[src/rtl/esc_pkg.sv]
// Constants, register map and carrier types of the E1 signalling conditioning block.
// Assumes one 200 MHz clock domain shared by the framer, packet buffer and APB.
`default_nettype none

package esc_pkg;

  ////////////////////////////////////////////////////////////////////////////
  // Register byte addresses
  localparam logic [7:0] ADDR_CTRL      = 8'h00;
  localparam logic [7:0] ADDR_IDLE      = 8'h04;
  localparam logic [7:0] ADDR_COND_DATA = 8'h08;
  localparam logic [7:0] ADDR_COND_ABCD = 8'h0c;
  localparam logic [7:0] ADDR_STATUS    = 8'h10;
  localparam logic [7:0] ADDR_INT_STAT  = 8'h14;
  localparam logic [7:0] ADDR_INT_MASK  = 8'h18;

  ////////////////////////////////////////////////////////////////////////////
  // CTRL field positions
  localparam int CTRL_LINE_LSB   = 0;
  localparam int CTRL_CAS_BIT    = 2;
  localparam int CTRL_PKT_EN_BIT = 4;
  localparam int CTRL_LIN_EN_BIT = 5;

  // Interrupt bit positions
  localparam int IRQ_RX_ALARM = 0;
  localparam int IRQ_TX_FAULT = 1;
  localparam int IRQ_RESUME   = 2;
  localparam int IRQ_W        = 3;

  ////////////////////////////////////////////////////////////////////////////
  // Line type and operation mode encodings
  typedef enum logic [1:0] {
    ESC_LINE_UNFRAMED = 2'h0,
    ESC_LINE_CRC4_ON  = 2'h1,
    ESC_LINE_CRC4_OFF = 2'h2
  } esc_line_type;

  typedef enum logic [1:0] {
    ESC_OP_TRANSPARENT = 2'h0,
    ESC_OP_FRACTIONAL  = 2'h1,
    ESC_OP_FRAC_CAS    = 2'h2
  } esc_op_mode_type;

  ////////////////////////////////////////////////////////////////////////////
  // Values after reset, the illegal ABCD code and the AIS fill byte
  localparam esc_line_type  RST_LINE      = ESC_LINE_CRC4_ON;
  localparam logic          RST_CAS_EN    = 1'b1;
  localparam logic [7:0]    RST_IDLE      = 8'h7e;
  localparam logic [7:0]    RST_COND_DATA = 8'hff;
  localparam logic [3:0]    RST_COND_ABCD = 4'h1;
  localparam logic [3:0]    ABCD_ILLEGAL  = 4'h0;
  localparam logic [7:0]    AIS_BYTE      = 8'hff;

  ////////////////////////////////////////////////////////////////////////////
  // One timeslot beat: byte, its ABCD bits, and whether the slot is assigned
  typedef struct packed {
    logic       valid;
    logic       used;
    logic [7:0] data;
    logic [3:0] abcd;
  } esc_beat_type;

  // Framer set-up driven from the configuration
  typedef struct packed {
    logic            cas_mf;
    logic            crc4_mf;
    logic            pass_thru;
    esc_op_mode_type op_mode;
  } esc_framer_type;

endpackage : esc_pkg

`default_nettype wire

[src/rtl/esc_top.sv]
// E1 signalling mode control and conditioning-pattern substitution, with APB registers.
// Assumes framer alarms, framer beats and packet buffer flags are on clk_i already.
//
// What this block does
// - CAS enabled: framer in CAS multiframe, operation fractional with CAS.
// - CAS disabled: no CAS multiframe, operation plain fractional.
// - After reset the signalling mode reads CAS enabled.
// - Unframed line type ignores the signalling mode; it reads back as zero.
// - Line LOS, LOF or AIS replaces bytes toward packets with conditioning byte, default FF.
// - Buffer overrun or underrun fills bytes toward the line with conditioning byte.
// - Unframed: LOS or buffer fault sends AIS instead of a pattern.
// - CAS enabled: line alarm sends ABCD conditioning code toward packets; range 1 to F, default 1.
// - CAS enabled: buffer overrun or underrun applies ABCD conditioning code toward the line.
// - Unframed: conditioning byte and ABCD code unused and read as zero.
// - Unframed: framer pass-through, transparent operation, no slot or signalling work.
// - Framed: unused slots toward the line carry the idle code, default 7E.
`default_nettype none

module esc_top (
  input  wire logic                   clk_i,
  input  wire logic                   reset_n_i,
  // APB slave
  input  wire logic                   psel_i,
  input  wire logic                   penable_i,
  input  wire logic                   pwrite_i,
  input  wire logic [7:0]             paddr_i,
  input  wire logic [31:0]            pwdata_i,
  output logic      [31:0]            prdata_o,
  output logic                        pready_o,
  output logic                        pslverr_o,
  output logic                        irq_o,
  // Line alarms from the E1 receiver
  input  wire logic                   los_i,
  input  wire logic                   lof_i,
  input  wire logic                   ais_i,
  // Packet receive buffer faults
  input  wire logic                   buf_overrun_i,
  input  wire logic                   buf_underrun_i,
  // Beats from the line toward packets, and from packets toward the line
  input  wire esc_pkg::esc_beat_type  rx_beat_i,
  input  wire esc_pkg::esc_beat_type  tx_beat_i,
  output esc_pkg::esc_beat_type       pkt_beat_o,
  output logic                        pkt_ais_o,
  output esc_pkg::esc_beat_type       line_beat_o,
  output logic                        line_ais_o,
  output esc_pkg::esc_framer_type     framer_o
);

  ////////////////////////////////////////////////////////////////////////////
  // State
  typedef struct packed {
    logic [31:0]             prdata;
    logic                    pready;
    logic                    pslverr;
    logic                    irq;
    esc_pkg::esc_line_type   line_type;
    logic                    cas_en;
    logic                    pkt_cond_en;
    logic                    line_cond_en;
    logic [7:0]              idle;
    logic [7:0]              cond_data;
    logic [3:0]              cond_abcd;
    logic [esc_pkg::IRQ_W-1:0] int_stat;
    logic [esc_pkg::IRQ_W-1:0] int_mask;
    logic                    rx_cond_q;
    logic                    tx_cond_q;
    esc_pkg::esc_beat_type   pkt_beat;
    logic                    pkt_ais;
    esc_pkg::esc_beat_type   line_beat;
    logic                    line_ais;
    esc_pkg::esc_framer_type framer;
  } esc_state_type;

  esc_state_type state;
  esc_state_type next_state;

  ////////////////////////////////////////////////////////////////////////////
  // Combinational terms
  logic                    unframed;
  logic                    rx_alarm;
  logic                    buf_fault;
  logic                    rx_cond;
  logic                    tx_cond;
  logic                    setup;
  logic                    wr_commit;
  logic                    addr_ok;
  logic [31:0]             rd_val;
  logic [31:0]             ctrl_val;
  logic [esc_pkg::IRQ_W-1:0] events;
  logic [esc_pkg::IRQ_W-1:0] w1c;

  assign unframed  = (state.line_type == esc_pkg::ESC_LINE_UNFRAMED);
  // Framed: any alarm conditions; unframed: only LOS leads to AIS
  assign rx_alarm  = unframed ? los_i : (los_i | lof_i | ais_i);
  assign buf_fault = buf_overrun_i | buf_underrun_i;
  assign rx_cond   = rx_alarm & (unframed | state.pkt_cond_en);
  assign tx_cond   = buf_fault & (unframed | state.line_cond_en);
  assign setup     = psel_i & ~penable_i;
  assign wr_commit = psel_i & penable_i & state.pready & pwrite_i;

  always_comb begin
    addr_ok = 1'b1;
    unique case (paddr_i)
      esc_pkg::ADDR_CTRL, esc_pkg::ADDR_IDLE, esc_pkg::ADDR_COND_DATA,
      esc_pkg::ADDR_COND_ABCD, esc_pkg::ADDR_STATUS, esc_pkg::ADDR_INT_STAT,
      esc_pkg::ADDR_INT_MASK: addr_ok = 1'b1;
      default:                addr_ok = 1'b0;
    endcase
  end

  // Signalling mode reads as zero while unframed since it has no meaning
  always_comb begin
    ctrl_val = 32'h0;
    ctrl_val[esc_pkg::CTRL_LINE_LSB +: 2] = state.line_type;
    ctrl_val[esc_pkg::CTRL_CAS_BIT]       = state.cas_en & ~unframed;
    ctrl_val[esc_pkg::CTRL_PKT_EN_BIT]    = state.pkt_cond_en;
    ctrl_val[esc_pkg::CTRL_LIN_EN_BIT]    = state.line_cond_en;
  end

  always_comb begin
    rd_val = 32'h0;
    unique case (paddr_i)
      esc_pkg::ADDR_CTRL:      rd_val = ctrl_val;
      esc_pkg::ADDR_IDLE:      rd_val[7:0] = unframed ? 8'h00 : state.idle;
      esc_pkg::ADDR_COND_DATA: rd_val[7:0] = unframed ? 8'h00 : state.cond_data;
      esc_pkg::ADDR_COND_ABCD: rd_val[3:0] = unframed ? 4'h0 : state.cond_abcd;
      esc_pkg::ADDR_STATUS:    rd_val[7:0] = {state.framer.op_mode, state.framer.pass_thru,
                                              state.line_ais, state.pkt_ais,
                                              state.tx_cond_q, state.rx_cond_q, buf_fault};
      esc_pkg::ADDR_INT_STAT:  rd_val[esc_pkg::IRQ_W-1:0] = state.int_stat;
      esc_pkg::ADDR_INT_MASK:  rd_val[esc_pkg::IRQ_W-1:0] = state.int_mask;
      default:                 rd_val = 32'h0;
    endcase
  end

  always_comb begin
    events = '0;
    events[esc_pkg::IRQ_RX_ALARM] = rx_cond & ~state.rx_cond_q;
    events[esc_pkg::IRQ_TX_FAULT] = tx_cond & ~state.tx_cond_q;
    events[esc_pkg::IRQ_RESUME]   = (state.rx_cond_q & ~rx_cond) | (state.tx_cond_q & ~tx_cond);
    w1c = '0;
    if (wr_commit && paddr_i == esc_pkg::ADDR_INT_STAT) begin
      w1c = pwdata_i[esc_pkg::IRQ_W-1:0];
    end
  end

  ////////////////////////////////////////////////////////////////////////////
  // Next state
  always_comb begin
    next_state = state;

    // APB: setup cycle prepares the answer, access phase completes at once
    next_state.pready  = setup;
    next_state.pslverr = setup & ~addr_ok;
    if (setup && !pwrite_i) begin
      next_state.prdata = rd_val;
    end

    if (wr_commit) begin
      unique case (paddr_i)
        esc_pkg::ADDR_CTRL: begin
          if (pwdata_i[esc_pkg::CTRL_LINE_LSB +: 2] != 2'h3) begin
            next_state.line_type =
              esc_pkg::esc_line_type'(pwdata_i[esc_pkg::CTRL_LINE_LSB +: 2]);
          end
          // Mode bit not offered while unframed, so a write then leaves it alone
          if (!unframed) begin
            next_state.cas_en = pwdata_i[esc_pkg::CTRL_CAS_BIT];
          end
          next_state.pkt_cond_en  = pwdata_i[esc_pkg::CTRL_PKT_EN_BIT];
          next_state.line_cond_en = pwdata_i[esc_pkg::CTRL_LIN_EN_BIT];
        end
        esc_pkg::ADDR_IDLE: begin
          if (!unframed) next_state.idle = pwdata_i[7:0];
        end
        esc_pkg::ADDR_COND_DATA: begin
          if (!unframed) next_state.cond_data = pwdata_i[7:0];
        end
        esc_pkg::ADDR_COND_ABCD: begin
          // Code zero is outside the range and is ignored
          if (!unframed && pwdata_i[3:0] != esc_pkg::ABCD_ILLEGAL) begin
            next_state.cond_abcd = pwdata_i[3:0];
          end
        end
        esc_pkg::ADDR_INT_MASK: next_state.int_mask = pwdata_i[esc_pkg::IRQ_W-1:0];
        default: ;
      endcase
    end

    // Sticky status: a new event wins over a write-one clear
    next_state.int_stat = (state.int_stat & ~w1c) | events;
    next_state.irq      = |(next_state.int_stat & next_state.int_mask);
    next_state.rx_cond_q = rx_cond;
    next_state.tx_cond_q = tx_cond;

    // Framer set-up from line type and signalling mode
    if (unframed) begin
      next_state.framer.pass_thru = 1'b1;
      next_state.framer.cas_mf    = 1'b0;
      next_state.framer.crc4_mf   = 1'b0;
      next_state.framer.op_mode   = esc_pkg::ESC_OP_TRANSPARENT;
    end else begin
      next_state.framer.pass_thru = 1'b0;
      next_state.framer.crc4_mf   = (state.line_type == esc_pkg::ESC_LINE_CRC4_ON);
      next_state.framer.cas_mf    = state.cas_en;
      next_state.framer.op_mode   = state.cas_en ? esc_pkg::ESC_OP_FRAC_CAS
                                                 : esc_pkg::ESC_OP_FRACTIONAL;
    end

    // Toward the packet side; live data returns as soon as the alarm clears
    next_state.pkt_beat = rx_beat_i;
    next_state.pkt_ais  = 1'b0;
    if (unframed) begin
      if (rx_cond) begin
        next_state.pkt_beat.data = esc_pkg::AIS_BYTE;
        next_state.pkt_ais       = 1'b1;
      end
    end else if (rx_cond) begin
      next_state.pkt_beat.data = state.cond_data;
      if (state.cas_en) next_state.pkt_beat.abcd = state.cond_abcd;
    end

    // Toward the E1 line
    next_state.line_beat = tx_beat_i;
    next_state.line_ais  = 1'b0;
    if (unframed) begin
      if (tx_cond) begin
        next_state.line_beat.data = esc_pkg::AIS_BYTE;
        next_state.line_ais       = 1'b1;
      end
    end else if (!tx_beat_i.used) begin
      next_state.line_beat.data = state.idle;
    end else if (tx_cond) begin
      next_state.line_beat.data = state.cond_data;
      if (state.cas_en) next_state.line_beat.abcd = state.cond_abcd;
    end
  end

  ////////////////////////////////////////////////////////////////////////////
  // Registers
  always_ff @(posedge clk_i or negedge reset_n_i) begin
    if (!reset_n_i) begin
      state                  <= '0;
      state.line_type        <= esc_pkg::RST_LINE;
      state.cas_en           <= esc_pkg::RST_CAS_EN;
      state.pkt_cond_en      <= 1'b1;
      state.line_cond_en     <= 1'b1;
      state.idle             <= esc_pkg::RST_IDLE;
      state.cond_data        <= esc_pkg::RST_COND_DATA;
      state.cond_abcd        <= esc_pkg::RST_COND_ABCD;
      state.framer.cas_mf    <= esc_pkg::RST_CAS_EN;
      state.framer.crc4_mf   <= 1'b1;
      state.framer.op_mode   <= esc_pkg::ESC_OP_FRAC_CAS;
    end else begin
      state <= next_state;
    end
  end

  ////////////////////////////////////////////////////////////////////////////
  // Outputs
  assign prdata_o    = state.prdata;
  assign pready_o    = state.pready;
  assign pslverr_o   = state.pslverr;
  assign irq_o       = state.irq;
  assign pkt_beat_o  = state.pkt_beat;
  assign pkt_ais_o   = state.pkt_ais;
  assign line_beat_o = state.line_beat;
  assign line_ais_o  = state.line_ais;
  assign framer_o    = state.framer;

endmodule // esc_top

`default_nettype wire

[config.mk]
export PLATFORM = sky130hd
export DESIGN_NAME = esc_top
export DESIGN_NICKNAME = d
export VERILOG_FILES = /design/src/rtl/esc_pkg.sv /design/src/rtl/esc_top.sv
export SDC_FILE = /design/constraint.sdc
export NUM_CORES = 1
export LEC_CHECK = 0
export ABC_AREA = 1
export ABC_CLOCK_PERIOD_IN_PS = 2000
export BUFFER_PORTS_ARGS = -buffer_cell sky130_fd_sc_hd__buf_2
export CORE_MARGIN = 1
export CORE_UTILIZATION = 51
export CTS_CLUSTER_SIZE = 10
export DETAILED_ROUTE_END_ITERATION = 8
export PLACE_DENSITY = 0.81
export REMOVE_ABC_BUFFERS = 1
export SLEW_MARGIN = 40
export SYNTH_ARGS = -nofsm -noshare
export SYNTH_HDL_FRONTEND = slang
export SYNTH_SLANG_ARGS = --single-unit
[constraint.sdc]
create_clock -name clk_i -period 2 [get_ports clk_i]
set_clock_uncertainty 0.15 [all_clocks]
set_input_delay 0.6 -clock clk_i [delete_from_list [all_inputs] [get_ports clk_i]]
set_output_delay 0.6 -clock clk_i [all_outputs]
set_load 0.02 [all_outputs]
Word level (Yosys, flattened, before mapping)

Cells that the tools add are included.

Bitwise gates (word level): 29
Equality and inequality tests: 8
Multiplexer cells: 29
Reductions and logical operators: 16

Operators with widths:

| operator           | count |
|---|---|
| $mux 8             | 7 |
| $eq 8x5->1 const B | 3 |
| $mux 12            | 2 |
| $mux 4             | 6 |
| $pmux 3 s7         | 1 |
| $eq 8x4->1 const B | 2 |
| $pmux 4 s4         | 1 |
| $reduce_and 3->1   | 5 |
| $and 1x1->1        | 12 |
| $mux 3             | 3 |
| $eq 8x3->1 const B | 1 |
| $logic_not 8->1    | 1 |
| $not 1->1          | 7 |
| $reduce_or 7->1    | 1 |
| $and 3x3->3        | 2 |
| $mux 1             | 6 |
| $or 1x1->1         | 6 |
| $mux 5             | 1 |
| $pmux 1 s4         | 1 |
| $reduce_bool 4->1  | 1 |
| $logic_and 1x1->1  | 3 |
| $not 3->3          | 1 |
| $or 3x3->3         | 1 |
| $reduce_or 3->1    | 1 |
| 6 further kinds    | 7 |

Output and inout port bits: 70
Bits of input ports: 78
Word-level logic and storage cells: 111
Register bits: 79

Logic depth before layout (Yosys ltp)

Gate-level depths: netlist of run 1.

Word-level depth: 10
Gate-level depth with buffers: 10
Gate-level depth less buffers: 10

Worst setup path before layout of run 1

Ideal clock, no wire load.

Path type: input to register
Start: input port paddr_i[7]
End: register state[62] in the netlist's numbering
Stages on the path: 9
Data arrival time: 1457 ps
Path slack: 274 ps
Buffers on the path: 1
Cells stage by stage: inv_1 > nand2_2 > nor2_8 > inv_2 > nor2_4 > nand2_4 > buf_6 > nand2_1 > o21ai_2

Word-level cells in the longest chain between the ends: 2

RTL lines:

| item                              | RTL line       | text |
|---|---|---|
| start: declaration                | esc_top.sv:26  | `input wire logic [7:0] paddr_i,` |
| $eq 8x3->1                        | esc_top.sv:160 | `unique case (paddr_i)` |
| $reduce_and 3->1 (no source line) | --             |  |
| end signal: assignment            | esc_top.sv:255 | `state <= next_state;` |
| end: declaration                  | esc_top.sv:74  | `esc_state_type state;` |

Every way passes these cells.
A chain may end at the register's enable or synchronous reset.

==> Implementation_results.wiki, run 1 <==
{| class="wikitable"
! Metric !! Value
|-
| Peak supply drop || 0.324 mV
|-
| Crit path arrival time || roughly 2 ns
|-
| Reg2Reg Setup Slack || between 0.09 and 0.1 ns
|-
| Unique masters post-synth || 32
|-
| Starting DRC count in detailed routing || roughly 220
|-
| Cell count after synthesis || between 500 and 600
|-
| Final instance area || 4780 um^2
|-
| Initial Util || 52.5%
|-
| Share of layout cells above drive strength 1 || 36.5%
|-
| Max Fanout on Critical Path || 15
|-
| Mean instance size in the synthesized netlist || ~8.5 um^2
|-
| CTS tree || done
|-
| Number of antenna violations at the first check in global routing || 0
|-
| Clock latency on the worst-skew pair || 0.34 ns
|-
| P per Cell Area || 682 nW/um^2
|-
| CTS sink count || 78
|-
| Outcome || finished clean
|-
| HP Class || in -> async
|-
| Utilization after layout || 58.4%
|-
| Biggest area consumer among synthesized cells || dfrtp_1
|-
| Die Area || 8790 um^2
|-
| Non-filler cells, final || 684
|-
| Clock-pin slew on the worst setup and hold paths || 0.08 ns
|-
| Pin count of the biggest net entering global routing || 30
|-
| # port buffers || 99
|-
| Final weighted congestion in routability-driven placement || 0.922
|-
| Synth warn || 0
|-
| Category of the worst setup path capture point || flip-flop
|-
| Core ar. || 8180 um^2
|-
| Remaining global-route overflow || 0
|-
| Via-per-instance ratio || 4.99
|-
| Placed insts || 668
|-
| Average wire length per cell after detail routing || 13.9 um
|-
| Area growth, synth to finish || 11.3%
|-
| Number of endpoints failing setup at the final stage || 0
|-
| Dpl cell area || 4560 um^2
|-
| Vertical die dimension || about 94 um
|-
| Number of maximum-capacitance violations || 0
|-
| Fin crit share || 95.3%
|-
| Required time worst endpoint || approximately 2.1 ns
|-
| Via count || ~3.4k
|-
| Sort of element at the start of the critical path || flip-flop
|-
| Maximum level of the CTS H-tree || 3
|-
| Area fraction of the dominant cell type after synthesis || 33.2%
|-
| Unrepaired setup endpoints after global routing || false
|-
| Largest cells by area after synthesis || dfrtp_1 (33%), dfstp_2 (13%), buf_4 (12%)
|-
| Post-Syn Area || 4290 um^2
|-
| Post-detailed-routing wire length || 9520 um
|-
| Timing-limited maximum frequency || 525 MHz
|-
| Routed Antenna Nets || 0
|-
| Cts bufs inserted || 9
|-
| Static Leak || 2.54 nW
|-
| Number of global-route vias before repair || 3194
|-
| Yosys reg bits || 78
|-
| Overall track demand over capacity in global routing || 22.7%
|-
| DRC violation count after routing || 0
|-
| First-pass GRT wire length || 15200 um
|-
| Type of the worst setup path || reg -> reg
|-
| Die width || 93.7 um
|-
| Share of the yosys chip area belonging to registers || around 46%
|-
| Post-layout minimum cycle time || 1.91 ns
|-
| Sum of net half-perimeters after detailed placement || just over 7000 um
|-
| Deepest clock path buffer count || 2
|-
| Number of hold-slack violations in the final timing report || 0
|-
| Std cell rows || 33
|-
| Number of ports placed on the die boundary || 148
|-
| Nets@finish || 652
|-
| Setup TNS after final layout || 0 ns
|-
| First-pass iteration count of the detailed router || 7
|-
| Final Slew Violations || 0
|-
| Root buffer selected by CTS || clkbuf_8
|}
[stage by stage]
step	setup WS, ns	hold slack (ns)	total power, W
6_report	0.0948	0.0192	0.00326
5_1_grt	0.0145	0.0361	0.00339
3_3_place_gp	0.104	0.309	0.00201
3_5_place_dp	0.0777	0.314	0.00202
2_1_floorplan	0.208	0.154	0.00185
4_1_cts	0.0755	0.0263	0.00328
[registers in the layout, indices dropped and copies added (netlist names)]
| name | count |
|---|---|
| pready_o | 1 |
| pkt_ais_o | 1 |
| ctrl_val | 4 |
| prdata_o | 8 |
| framer_o | 4 |
| line_ais_o | 1 |
| line_beat_o | 14 |
| pkt_beat_o | 14 |
| irq_o | 1 |
| state | 29 |
| pslverr_o | 1 |
[path summary, 6_finish.rpt]
check	start	to	cells after the start
setup / recovery	ctrl_val[0]	line_beat_o[9]	7
hold / removal	reset_n_i	line_beat_o[12]	1
setup reg to reg	ctrl_val[0]	line_beat_o[9]	7
hold reg to reg	prdata_o[6]	prdata_o[6]	2
max in group asynchronous	reset_n_i	state[56]	2
min in group clk_i	rx_beat_i[12]	pkt_beat_o[12]	1
[where the power goes]
part	internal, W	switching [W]	total (W)
combinational	0.000114	0.000247	0.000361
clock	0.000693	0.000574	0.00127
sequential	0.00162	0.0000131	0.00163
[final cells by class]
type,count,area (um^2)
clock inverter,6,87.6
tap,105,131
fill,719,3400
sequential,78,1980
timing repair buffer,114,639
antenna,1,2.50
multi-input combinational,310,1580
inverter,61,231
clock buffer,9,124
[cell usage in the layout (no fill, tap or decap), types with 19 or more instances in the layout]
master and instances:
o21ai_0 19, inv_1 50, nand2_1 105, nor2_1 38
nand3_1 38, dfrtp_1 57, dfstp_2 21, buf_2 98
o21ai_2 19, conb_1 24
[synth_stat cells]
| cell | number |
|---|---|
| buf_2 | 4 |
| nor2_8 | 2 |
| o211ai_1 | 3 |
| o21ai_0 | 19 |
| mux2i_1 | 1 |
| a21oi_1 | 4 |
| nor2_1 | 38 |
| nor2_2 | 3 |
| buf_4 | 69 |
| nand3_1 | 38 |
| inv_2 | 10 |
| o22ai_1 | 2 |
| dfstp_2 | 21 |
| inv_4 | 1 |
| a31oi_1 | 2 |
| conb_1 | 1 |
| a211oi_1 | 1 |
| o21ai_1 | 10 |
| o21ai_2 | 19 |
| nor2_4 | 8 |
| buf_8 | 1 |
| buf_6 | 3 |
| nand2_1 | 105 |
| o21a_1 | 1 |
| dfrtp_1 | 57 |
| inv_1 | 50 |
| nand3_2 | 2 |
| or2_4 | 1 |
| or2_2 | 2 |
| nand2_4 | 3 |
| nand2_2 | 10 |
| nand4_1 | 12 |
[timing repair]
item / 4_1_cts / 5_1_grt
endpoints found under the setup margin: 0 / 2
buffers inserted: 0 / 0
resized for setup: 0 / 1
hold buffers: 0 / 0
[logic make-up (layout without fill, tap and decap cells)]
| group | Yosys count | in the layout | synth area share, % |
|---|---|---|---|
| buffers and inverters | 138 | 190 | 19.1 |
| other | 1 | 25 | 0.0874 |
| AO/OA/AOI/OAI | 61 | 61 | 9.18 |
| AND/OR/NAND/NOR | 224 | 224 | 25.4 |
| multiplexers | 1 | 1 | 0.233 |
| flip-flops | 78 | 78 | 46.1 |
[routing by layer]
layer	track usage, %	vias to the layer above	part of all wire (%)
li1	-	1644	-
met1	27.8	1586	41
met2	38.9	158	49
met3	5.91	25	8.1
met4	7.05	0	2.1
met5	0	-	0
[worst max-delay path: stages, from the launching register on]
cell	delay [ns]
dfstp_2	0.56
inv_1	0.09
nand2_2	0.18
buf_6	0.20
nand2_2	0.18
nand2_2	0.18
o22ai_1	0.09
a31oi_1	0.20
Note: power is estimated with default switching activity, not from simulation.
==> run 2: changes to the inputs <==
--- a/config.mk
+++ b/config.mk
@@ -13,7 +13,6 @@
 export CTS_CLUSTER_SIZE = 10
 export DETAILED_ROUTE_END_ITERATION = 8
 export PLACE_DENSITY = 0.81
-export REMOVE_ABC_BUFFERS = 1
 export SLEW_MARGIN = 40
 export SYNTH_ARGS = -nofsm -noshare
 export SYNTH_HDL_FRONTEND = slang
==> Implementation_results.wiki, run 2 (synthesis results as in run 1) <==
{| class="wikitable"
! Metric !! Value
|-
| # port buffers || just under 100
|-
| Root buffer selected by CTS || clkbuf_8
|-
| Sum of net half-perimeters after detailed placement || 7240 um
|-
| Number of antenna violations at the first check in global routing || 0
|-
| Die width || 93.7 um
|-
| Remaining global-route overflow || 0
|-
| Post-CTS setup buffer count || 0
|-
| Cell family contributing the most delay on the critical path || flip-flops
|-
| Flip-flop count of the largest register after layout || 29
|-
| Clock latency on the worst-skew pair || approximately 0.36 ns
|-
| Number of fillers in the final layout || about 760
|-
| Commonest non-fill, non-tap cells in the layout || nand2_1 (105), buf_2 (98), dfrtp_1 (57)
|-
| Minimum setup slack in the final design || ~0.18 ns
|-
| Starting DRC count in detailed routing || 240
|-
| Std cell rows || 33
|-
| Maximum level of the CTS H-tree || 3
|-
| Average wire length per cell after detail routing || 13.6 um
|-
| Pin count of the biggest net entering global routing || 34
|-
| Final weighted congestion in routability-driven placement || 0.950
|-
| CTS resizes || 0
|-
| Share of layout cells above drive strength 1 || 36.4%
|-
| Footprint of the flip-flops and latches || 1980 um^2
|-
| Area growth, synth to finish || 10.8%
|-
| Final antenna diode count || 0
|-
| Most common cell after layout, fill and taps aside || nand2_1
|-
| CP bufs+invs || 1
|-
| Die Area || 8790 um^2
|-
| Outcome || finished clean
|-
| Deepest clock path buffer count || 2
|-
| Max Fanout on Critical Path || 3
|-
| Worst path max stage delay || 0.56 ns
|-
| First-pass iteration count of the detailed router || 6
|-
| Via count || around 3.4k
|-
| Required time worst endpoint || 1.25 ns
|-
| Cts bufs inserted || 9
|-
| Category of the worst setup path capture point || primary output
|-
| Via-per-instance ratio || 4.92
|-
| Area of the multi-input gates || 1580 um^2
|-
| Critical-path cell list || buf_2
|-
| Number of hold-slack violations in the final timing report || 0
|-
| Sort of element at the start of the critical path || flip-flop
|-
| Reg2Reg Setup Slack || approximately 0.25 ns
|-
| Vertical die dimension || roughly 94 um
|-
| Number of global-route vias before repair || 3240
|-
| Post-detailed-routing wire length || between 9000 and 10000 um
|-
| First-pass GRT wire length || 15200 um
|-
| CTS Hold Bufs || 0
|-
| Crit-path slowest cell || dfstp_2
|-
| Clock-pin slew on the worst setup and hold paths || ~0.08 ns
|-
| Placement-stage worst setup slack || 0.0254 ns
|-
| Core ar. || approximately 8000 um^2
|-
| Reg with most FFs || state
|-
| HP Class || in -> async
|-
| Number of endpoints failing setup at the final stage || 0
|-
| Crit path arrival time || between 1 and 1.5 ns
|-
| Setup TNS after final layout || 0 ns
|-
| DRC violation count after routing || 0
|-
| Routed Antenna Nets || 0
|-
| Type of the worst setup path || reg -> out
|-
| CTS sink count || 78
|-
| Nets@finish || 653
|-
| Post-layout minimum cycle time || 1.82 ns
|-
| Number of maximum-capacitance violations || 0
|-
| Static Leak || ~2.5 nW
|-
| Unrepaired setup endpoints after global routing || false
|-
| Overall track demand over capacity in global routing || around 23%
|-
| Timing-limited maximum frequency || 548 MHz
|-
| Final Slew Violations || 0
|-
| P per Cell Area || 674 nW/um^2
|-
| Fin crit share || 91.2%
|-
| CTS tree || done
|-
| Number of ports placed on the die boundary || 148
|-
| Initial Util || 52.5%
|-
| Peak supply drop || 0.352 mV
|}
## run 2: layout make-up
class	count	share of cell area, %
flip-flops and latches	78	41.6
multi-input cells	310	33.3
repair buffers	115	13.3
inverters	61	4.87
clock buffers	13	3.34
well taps	105	2.76
clock inverters	3	0.921
## run 2: through the flow
step / power (W) / cell area, um^2 / cells / hold WS [ns] / util [%]
5_1_grt: 0.00334 / 4760 / 685 / 0.0273 / 58.2
3_5_place_dp: 0.00202 / 4550 / 669 / 0.313 / 55.7
2_1_floorplan: 0.00194 / 4380 / 526 / 0.154 / -
3_3_place_gp: 0.00201 / 4550 / 669 / 0.305 / 55.7
4_1_cts: 0.00323 / 4760 / 685 / 0.0192 / 58.2
6_report: 0.00320 / 4760 / 685 / 0.0183 / 58.2
## run 2: per-layer routing
metal | vias up | track usage, % | wire length [um]
met5 | - | 0 | 0
met4 | 0 | 10.9 | 255
met3 | 25 | 5.50 | 693
met2 | 149 | 37.9 | 4600
met1 | 1546 | 28.0 | 3790
li1 | 1652 | - | -
## run 2: report_power, final
group	switching, W	total [W]	internal [W]	leakage [nW]
clock network	0.000573	0.00122	0.000647	0.104
logic	0.000243	0.000353	0.000111	1.50
registers	0.0000124	0.00163	0.00162	0.937
total	0.000828	0.00320	0.00238	2.54
## run 2: final timing paths
kind | startpoint | to | cells past startpoint
setup / recovery | framer_o[4] | framer_o[4] | 1
setup reg to reg | ctrl_val[0] | pkt_beat_o[3] | 9
min in group clk_i | rx_beat_i[13] | pkt_beat_o[13] | 1
hold reg to reg | state[44] | state[44] | 2
hold / removal | reset_n_i | state[62] | 1
max in group asynchronous | reset_n_i | ctrl_val[0] | 2
